--- src/can_txdto_regs.vh ---
// constants for the transmit dominant timeout block
// How it works
// driver disabled, bus released recessive when transmit line dominant over 1.2 ms.
// after trip, driver stays off until transmit line first returns high.
// controller holds dominant at most eleven bits; bit rate at least 9.2 kbps.
// recessive is logic high and also the idle state.
// dominant is logic low.
// received bus is wired-AND of all drivers; any dominant wins.
// test mode routes internal lines to pins; transceiver and controller sides separate.
// a single-ended clock derived from device clock can drive a general pin.
// device clock of 40 MHz recommended for 5 Mbps data phase.
// dominant counter runs while line low, clears when sampled high.
`ifndef CAN_TXDTO_REGS_VH
`define CAN_TXDTO_REGS_VH
`define CLK_FREQ_HZ        40000000
`define DTO_TIME_US        1200
`define DTO_CYCLES         ((`DTO_TIME_US * (`CLK_FREQ_HZ / 1000000)))
`define DTO_CNT_W          16
`define CLKOUT_DIV_DEF     4
`define LVL_RECESSIVE      1'b1
`define LVL_DOMINANT       1'b0
`endif

--- src/can_clk_divider.v ---
// clock output divider for the general-purpose pin
`timescale 1ns/10ps
module can_clk_divider #(
  parameter DIV_W = 8
) (
  input  wire             clock_i,
  input  wire             sys_rst_i,
  input  wire             enable_i,
  input  wire [DIV_W-1:0] half_period_i,
  output reg              clk_div_o
);
  reg [DIV_W-1:0] cnt_r;

  // toggles every half_period cycles; half_period 0 treated as 1
  always @(posedge clock_i) begin
    if (sys_rst_i || !enable_i) begin
      cnt_r     <= {DIV_W{1'b0}};
      clk_div_o <= 1'b0;
    end else if (cnt_r + {{(DIV_W-1){1'b0}}, 1'b1} >= half_period_i) begin
      cnt_r     <= {DIV_W{1'b0}};
      clk_div_o <= ~clk_div_o;
    end else begin
      cnt_r <= cnt_r + {{(DIV_W-1){1'b0}}, 1'b1};
    end
  end
endmodule // can_clk_divider

--- src/can_tx_dominant_timeout.v ---
// transmit dominant timeout, bus resolution, test routing and clock output
`timescale 1ns/10ps
`include "can_txdto_regs.vh"
module can_tx_dominant_timeout #(
  parameter DTO_CYCLES = `DTO_CYCLES,
  parameter DIV_W      = 8
) (
  input  wire             clock_i,
  input  wire             sys_rst_i,
  input  wire             ctrl_txd_i,
  input  wire             bus_rx_i,
  input  wire             test_mode_i,
  input  wire             test_sel_phy_i,
  input  wire             test_pin_txd_i,
  input  wire             clkout_en_i,
  input  wire [DIV_W-1:0] clkout_half_i,
  output reg              drv_txd_o,
  output reg              drv_en_o,
  output reg              ctrl_rxd_o,
  output reg              test_pin_rxd_o,
  output reg              dto_tripped_o,
  output wire             clock_output_pin_o
);
  reg                  txd_s1_r;
  reg                  txd_s2_r;
  reg                  rx_s1_r;
  reg                  rx_s2_r;
  reg                  tpin_s1_r;
  reg                  tpin_s2_r;
  reg [`DTO_CNT_W-1:0] dom_cnt_r;
  reg [`DTO_CNT_W-1:0] dom_cnt_nxt;
  reg                  trip_r;
  reg                  trip_nxt;
  reg                  tx_line;
  reg                  own_level;
  reg                  rx_wired;
  reg                  drv_txd_nxt;
  reg                  drv_en_nxt;
  reg                  test_rxd_nxt;

  localparam [`DTO_CNT_W-1:0] DTO_LIMIT = DTO_CYCLES[`DTO_CNT_W-1:0];
  localparam [`DTO_CNT_W-1:0] CNT_ZERO  = {`DTO_CNT_W{1'b0}};
  localparam [`DTO_CNT_W-1:0] CNT_ONE   = {{(`DTO_CNT_W-1){1'b0}}, 1'b1};

  // wired-and of two bus levels
  function wand2;
    input a;
    input b;
    begin
      wand2 = a & b;
    end
  endfunction

  // true when a level is recessive
  function is_recessive;
    input lvl;
    begin
      is_recessive = (lvl == `LVL_RECESSIVE);
    end
  endfunction

  // two-flop synchroniser, controller transmit line
  always @(posedge clock_i) begin
    if (sys_rst_i) begin
      txd_s1_r <= `LVL_RECESSIVE;
      txd_s2_r <= `LVL_RECESSIVE;
    end else begin
      txd_s1_r <= ctrl_txd_i;
      txd_s2_r <= txd_s1_r;
    end
  end

  // two-flop synchroniser, bus receive line
  always @(posedge clock_i) begin
    if (sys_rst_i) begin
      rx_s1_r <= `LVL_RECESSIVE;
      rx_s2_r <= `LVL_RECESSIVE;
    end else begin
      rx_s1_r <= bus_rx_i;
      rx_s2_r <= rx_s1_r;
    end
  end

  // two-flop synchroniser, test pin transmit line
  always @(posedge clock_i) begin
    if (sys_rst_i) begin
      tpin_s1_r <= `LVL_RECESSIVE;
      tpin_s2_r <= `LVL_RECESSIVE;
    end else begin
      tpin_s1_r <= test_pin_txd_i;
      tpin_s2_r <= tpin_s1_r;
    end
  end

  // in test mode with phy side selected, pin drives the transmit line
  always @* begin
    tx_line = txd_s2_r;
    if (test_mode_i && test_sel_phy_i) begin
      tx_line = tpin_s2_r;
    end
  end

  // level this node puts on the bus
  always @* begin
    own_level = `LVL_RECESSIVE;
    if (drv_en_o) begin
      own_level = drv_txd_o;
    end
  end

  // bus reads dominant if bus or own driver is dominant
  always @* begin
    rx_wired = wand2(rx_s2_r, own_level);
  end

  // dominant duration counter next value
  always @* begin
    dom_cnt_nxt = dom_cnt_r;
    if (is_recessive(tx_line)) begin
      dom_cnt_nxt = CNT_ZERO;
    end else if (dom_cnt_r < DTO_LIMIT) begin
      dom_cnt_nxt = dom_cnt_r + CNT_ONE;
    end
  end

  // trip latch next value; only a recessive line clears it
  always @* begin
    trip_nxt = trip_r;
    if (is_recessive(tx_line)) begin
      trip_nxt = 1'b0;
    end else if (dom_cnt_r >= DTO_LIMIT) begin
      trip_nxt = 1'b1;
    end
  end

  // dominant duration counter
  always @(posedge clock_i) begin
    if (sys_rst_i) begin
      dom_cnt_r <= CNT_ZERO;
    end else begin
      dom_cnt_r <= dom_cnt_nxt;
    end
  end

  // trip latch
  always @(posedge clock_i) begin
    if (sys_rst_i) begin
      trip_r <= 1'b0;
    end else begin
      trip_r <= trip_nxt;
    end
  end

  // driver next values; tripped driver releases to recessive
  always @* begin
    drv_en_nxt  = 1'b1;
    drv_txd_nxt = tx_line;
    if (trip_r) begin
      drv_en_nxt  = 1'b0;
      drv_txd_nxt = `LVL_RECESSIVE;
    end
  end

  // test pin receive selection
  always @* begin
    test_rxd_nxt = `LVL_RECESSIVE;
    if (test_mode_i) begin
      if (test_sel_phy_i) begin
        test_rxd_nxt = rx_wired;
      end else begin
        test_rxd_nxt = txd_s2_r;
      end
    end
  end

  // driver enable
  always @(posedge clock_i) begin
    if (sys_rst_i) begin
      drv_en_o <= 1'b0;
    end else begin
      drv_en_o <= drv_en_nxt;
    end
  end

  // driver data
  always @(posedge clock_i) begin
    if (sys_rst_i) begin
      drv_txd_o <= `LVL_RECESSIVE;
    end else begin
      drv_txd_o <= drv_txd_nxt;
    end
  end

  // resolved bus to controller
  always @(posedge clock_i) begin
    if (sys_rst_i) begin
      ctrl_rxd_o <= `LVL_RECESSIVE;
    end else begin
      ctrl_rxd_o <= rx_wired;
    end
  end

  // test pin receive output
  always @(posedge clock_i) begin
    if (sys_rst_i) begin
      test_pin_rxd_o <= `LVL_RECESSIVE;
    end else begin
      test_pin_rxd_o <= test_rxd_nxt;
    end
  end

  // timeout status
  always @(posedge clock_i) begin
    if (sys_rst_i) begin
      dto_tripped_o <= 1'b0;
    end else begin
      dto_tripped_o <= trip_r;
    end
  end

  // clock output derived from device clock
  can_clk_divider #(
    .DIV_W (DIV_W)
  ) u_clkdiv (
    .clock_i       (clock_i),
    .sys_rst_i     (sys_rst_i),
    .enable_i      (clkout_en_i),
    .half_period_i (clkout_half_i),
    .clk_div_o     (clock_output_pin_o)
  );
endmodule // can_tx_dominant_timeout

--- config.mk ---
export PLATFORM = sky130hd
export DESIGN_NAME = can_tx_dominant_timeout
export DESIGN_NICKNAME = d
export VERILOG_FILES = /design/src/can_clk_divider.v /design/src/can_tx_dominant_timeout.v
export VERILOG_INCLUDE_DIRS = /design/src
export SDC_FILE = /design/constraint.sdc
export NUM_CORES = 1
export LEC_CHECK = 0
export BUFFER_PORTS_ARGS = -buffer_cell sky130_fd_sc_hd__buf_2
export CAP_MARGIN = 20
export CORE_MARGIN = 2
export CORE_UTILIZATION = 55
export CTS_CLUSTER_SIZE = 8
export DETAILED_ROUTE_END_ITERATION = 10
export GPL_ROUTABILITY_DRIVEN = 1
export PLACE_DENSITY = 0.76
export SLEW_MARGIN = 30
export SYNTH_ARGS = -nofsm -noshare
export SYNTH_HDL_FRONTEND = slang
export SYNTH_SLANG_ARGS = --single-unit
--- constraint.sdc ---
create_clock -name clock_i -period 5.2 [get_ports clock_i]
set_input_delay 1.04 -clock clock_i [delete_from_list [all_inputs] [get_ports clock_i]]
set_output_delay 1.04 -clock clock_i [all_outputs]
set_load 0.01 [all_outputs]
Yosys cells after proc, flatten, opt, wreduce, memory -nomap -nowiden

Index checks and enable logic that the tools add are counted.

Add/sub/neg operators: 2
Order comparisons: 3
Muxes and demuxes: 4
Bitwise gates (word level): 3
Reduce and logical (&&, ||, !) cells: 7

Operator list:

| operator              | number |
|---|---|
| $add 16x1->16 const B | 1 |
| $ge 16x16->1 const B  | 1 |
| $lt 16x16->1 const B  | 1 |
| $add 8x1->8 const B   | 1 |
| $ge 8x8->1            | 1 |
| $reduce_or 2->1       | 4 |
| $mux 1                | 4 |
| $not 1->1             | 2 |
| $and 1x1->1           | 1 |
| $logic_and 1x1->1     | 1 |
| $logic_not 1->1       | 1 |
| $logic_or 1x1->1      | 1 |

Register bits after elaboration: 37
Bits of input ports: 16
Output and inout bits: 6
Word-level logic and storage cells: 34

Logic depth before layout (Yosys ltp)

Depth after elaboration: 3
Gate-level depth with buffers: 10
Mapped depth without buffers: 9

Cells and area by module

Synthesis repeated with hierarchy kept, for this count alone.

Cells, all modules: 188
Area, all modules: 1,716.6 um^2

Modules (own cells, without submodules):

| module                  | times used | cells an instance | area an instance (um^2) | sequential area each (um^2) |
|---|---|---|---|---|
| can_tx_dominant_timeout | 1          | 126               | 1,134.8                 | 560.5 |
| can_clk_divider         | 1          | 62                | 581.8                   | 180.2 |

Worst setup path before layout

Ideal clock, no wire load.

Kind: in2reg
From: input port clkout_half_i[5]
To: register u_clkdiv.clk_div_o
Setup time: 0.121 ns
Arrival: 2.458 ns
Required time: 5.079 ns
Path slack: 2.621 ns
Stages: 7
Buffers on the path: 1
Cells stage by stage: inv_1 ha_1 a21o_1 a21o_1 a221o_1 clkbuf_1 mux2_2

Longest elaborated chain between the ends: 1

RTL lines:

| what                 | line                         | RTL |
|---|---|---|
| start, declared      | can_tx_dominant_timeout.v:16 | `input wire [DIV_W-1:0] clkout_half_i,` |
| $ge 8x8->1           | can_clk_divider.v:19         | `end else if (cnt_r + {{(DIV_W-1){1'b0}}, 1'b1} >= half_period_i) begin` |
| end signal, assigned | can_clk_divider.v:21         | `clk_div_o <= ~clk_div_o;` |
| end, declared        | can_clk_divider.v:10         | `output reg clk_div_o` |

No other way between the ends.
A chain may end at the register's enable or synchronous reset.

Worst setup path after layout

From: register u_clkdiv.cnt_r[0]
To: register u_clkdiv.clk_div_o

Longest elaborated chain between the ends: 2

RTL lines:

| what                   | line                 | RTL |
|---|---|---|
| start, declared        | can_clk_divider.v:12 | `reg [DIV_W-1:0] cnt_r;` |
| start signal, assigned | can_clk_divider.v:17 | `cnt_r <= {DIV_W{1'b0}};` |
| start signal, assigned | can_clk_divider.v:20 | `cnt_r <= {DIV_W{1'b0}};` |
| start signal, assigned | can_clk_divider.v:23 | `cnt_r <= cnt_r + {{(DIV_W-1){1'b0}}, 1'b1};` |
| $add 8x1->8            | can_clk_divider.v:19 |  |
| $ge 8x8->1             | can_clk_divider.v:19 |  |

No other way between the ends.

==> out/results.ini <==
[placed_design]
dpl.hpwl_mm = 2.43
port_buffers = 21
place_congestion = 0.835
dp_slack_ps = 2480

[power_and_ir_drop]
leakagePower_uw = 0.000793
p_per_area_nw_per_um2 = 226
irDropWorstVdd_v = 0.000205

[timing]
max_slew_margin_pct = 60.8
fmax_mhz = 416
slew_violations = 0
final-setup-viol-count = 0
worst_slack_ps = 2800
rsz0062_at_grt = false
finalHoldViolations = 0
final.setup_skew_ps = 7.34
setup_tns_ps = 0
fin_crit_sh_pct = 46.2
worst_pin_slew_ps = 588
period_needed_ps = 2400

[die]
coreArea_um2 = 3310
row_count = 21
die-area_um2 = 3880
fp.dieH_um = 62.3
pin_count = 22
start_util_pct = 56.4
die_w_um = 62.3

[critical_path]
reg2regPathDepth = 8
cp_slowest_cell = a221o_1
end_kind = flip-flop
path_class = flip-flop to flip-flop
startpoint_type = flip-flop
cp.depth = 8
crit_chain = nand3_1 > nor2_1 > xor2_1 > ha_1 > a21o_1 > a21o_1 > a221o_1 > mux2_2
worstPathMaxFanout = 9
cpLargestDelayFamily = compound AO/OA/AOI/OAI gates
crit_top_cell = a21o_1
rrSetupSlack_ps = 2800
max_stage_delay_ps = 480
cp.arrival_ps = 2650
rr_startpoint = u_clkdiv.cnt_r[0]
r2r_end = u_clkdiv.clk_div_o
critPathRequiredTime_ps = 5450
worst-path-buf-inv = 0

[yosys]
ys_types = 44
ys_ff_latch = 37
synthCells = 214
synth-edff-count = 0
syn_nets = 241
ys_seq_area_share_pct = 39.7
synth_top_area_share_pct = 39.7
yosysWarnings = 0
yosys-top-cells-area = dfxtp_1 (40%), ha_1 (7.4%), a21oi_1 (4.6%)
ys.flop_type = dfxtp_1
avgSynthCellArea_um2 = 8.72
ys_top_cells_by_count = dfxtp_1 (37), inv_1 (18), a21oi_1 (17), nand2_1 (13), nor2_1 (12)
synth_top_cell_by_area = dfxtp_1
synth.most_common_cell = dfxtp_1
synth_area_um2 = 1870
synthArstFlopShare_pct = 0

[hold_path]
min_from = txd_s1_r
whs_endpoint = txd_s2_r
hold_class = flip-flop to flip-flop
holdPathStages = 1

[finish]
drive_gt1_share_pct = 18.4
nets = 260
area_growth_pct = 9.92
antennaDiodeCount = 0
multi_input_area_um2 = 1020
fillers = 305
seqCellArea_um2 = 741

[grt]
grt_use_total_pct = 19.8
grt_pass1_vias = 1477
grt_pass1_wl_mm = 6.25
grt_max_degree = 19
antenna_found_initial = 0
overflow = 0

[routing]
wl_met2_mm = 1.57
wl_met1_mm = 1.59
wire_per_inst_um = 11.9
vias_per_cell = 5.50
vias = 1540
drcViolationCount = 0
firstDrtPassIters = 4
wirelength_mm = 3.32
drtIter0Drc = 53
top_layer_used = met4
ant_nets = 0
dr_wl_met3_um = 109

[clock_network]
post_cts_buffers = 0
clock-root-buffer = clkbuf_4
cts_made_buffers = 5
cts_hold_buf = 0
htreeDepth = 2
clockBufferDepth = 2
path_clk_slew_ps = 120
cts_tree = built
clkLatencyLatePin_ps = 340
clock-sinks = 37
cts_resized = 0

[outcome]
status = finished clean

[job]
cap_violations = 0

==> placed cells by master, fill, tap and decap left out, types with 3 or more instances in the layout <==
cell type | Yosys | layout
a21oi_1 | 17 | 17
or4_1 | 6 | 6
nand2b_1 | 3 | 3
nand2_1 | 13 | 13
o21ai_0 | 6 | 6
xnor2_1 | 3 | 3
nor3b_1 | 6 | 6
nand3_1 | 11 | 11
nand4_1 | 5 | 5
buf_2 | 2 | 21
nor3_1 | 5 | 5
nor2_1 | 12 | 12
and4_1 | 3 | 3
inv_1 | 18 | 18
o31ai_1 | 7 | 7
ha_1 | 11 | 11
clkbuf_4 | 0 | 5
dfxtp_1 | 37 | 37
xor2_1 | 3 | 3
a21o_1 | 4 | 4
or2_2 | 6 | 6
==> flip-flops by register name, indices dropped and copies added (netlist names) <==
| name | cells |
|---|---|
| rx_s2_r | 1 |
| u_clkdiv.clk_div_o | 1 |
| ctrl_rxd_o | 1 |
| drv_txd_o | 1 |
| dto_tripped_o | 1 |
| rx_s1_r | 1 |
| txd_s1_r | 1 |
| test_pin_rxd_o | 1 |
| trip_r | 1 |
| tpin_s2_r | 1 |
| u_clkdiv.cnt_r | 8 |
| tpin_s1_r | 1 |
| dom_cnt_r | 16 |
| drv_en_o | 1 |
| txd_s2_r | 1 |
==> logic make-up (layout without fill, tap and decap cells) <==
kind of cell | count (synthesis) | in the layout | share of synthesized area (%)
AO/OA/AOI/OAI | 42 | 42 | 15.2
adder cells (fa/ha/maj) | 11 | 11 | 7.37
buffers and inverters | 27 | 47 | 5.56
multiplexers | 2 | 2 | 1.21
flip-flops | 37 | 37 | 39.7
AND/OR/NAND/NOR | 89 | 89 | 28.2
XOR/XNOR | 6 | 6 | 2.82
==> how the worst max path moves through the flow <==
| stage | startpoint | to | slack [ps] |
|---|---|---|---|
| global placement | clkout_half_i[5] | u_clkdiv.clk_div_o | 2540 |
| floorplan | clkout_half_i[5] | u_clkdiv.clk_div_o | 2620 |
| global route | u_clkdiv.cnt_r[0] | u_clkdiv.clk_div_o | 2620 |
| CTS | u_clkdiv.cnt_r[0] | u_clkdiv.clk_div_o | 2780 |
| detailed placement | clkout_half_i[2] | u_clkdiv.clk_div_o | 2480 |
| finish | u_clkdiv.cnt_r[0] | u_clkdiv.clk_div_o | 2800 |
==> metrics by stage <==
step	hold slack, ps	total power, uW	area [um^2]	utilization, %	instances
finish	421	464	2050	62.0	280
detailed placement	397	320	1990	60.2	272
floorplan	389	310	1870	-	214
global placement	391	319	1990	60.2	272
CTS	425	473	2050	62.0	280
global route	430	490	2050	62.0	280
==> final cells by class <==
type,count,area share [%]
tap,46,2.80
clock buffer,5,1.83
timing repair buffer,21,5.12
inverter,18,3.29
multi-input combinational,150,49.8
sequential,37,36.1
clock inverter,3,1.04
==> where the power goes <==
| group | internal [uW] | switching, uW | leakage [uW] |
|---|---|---|---|
| registers | 288 | 1.82 | 0.000301 |
| logic | 11.7 | 12.5 | 0.000461 |
| clock network | 53.4 | 96.5 | 0.0000316 |
| total | 353 | 111 | 0.000793 |
==> per-layer routing <==
metal | global-route usage (%) | vias up
li1 | - | 808
met1 | 24.0 | 708
met2 | 33.2 | 19
met3 | 5.43 | 5
met4 | 8.06 | 0
met5 | 0 | -
(Power assumes the default switching activity.)
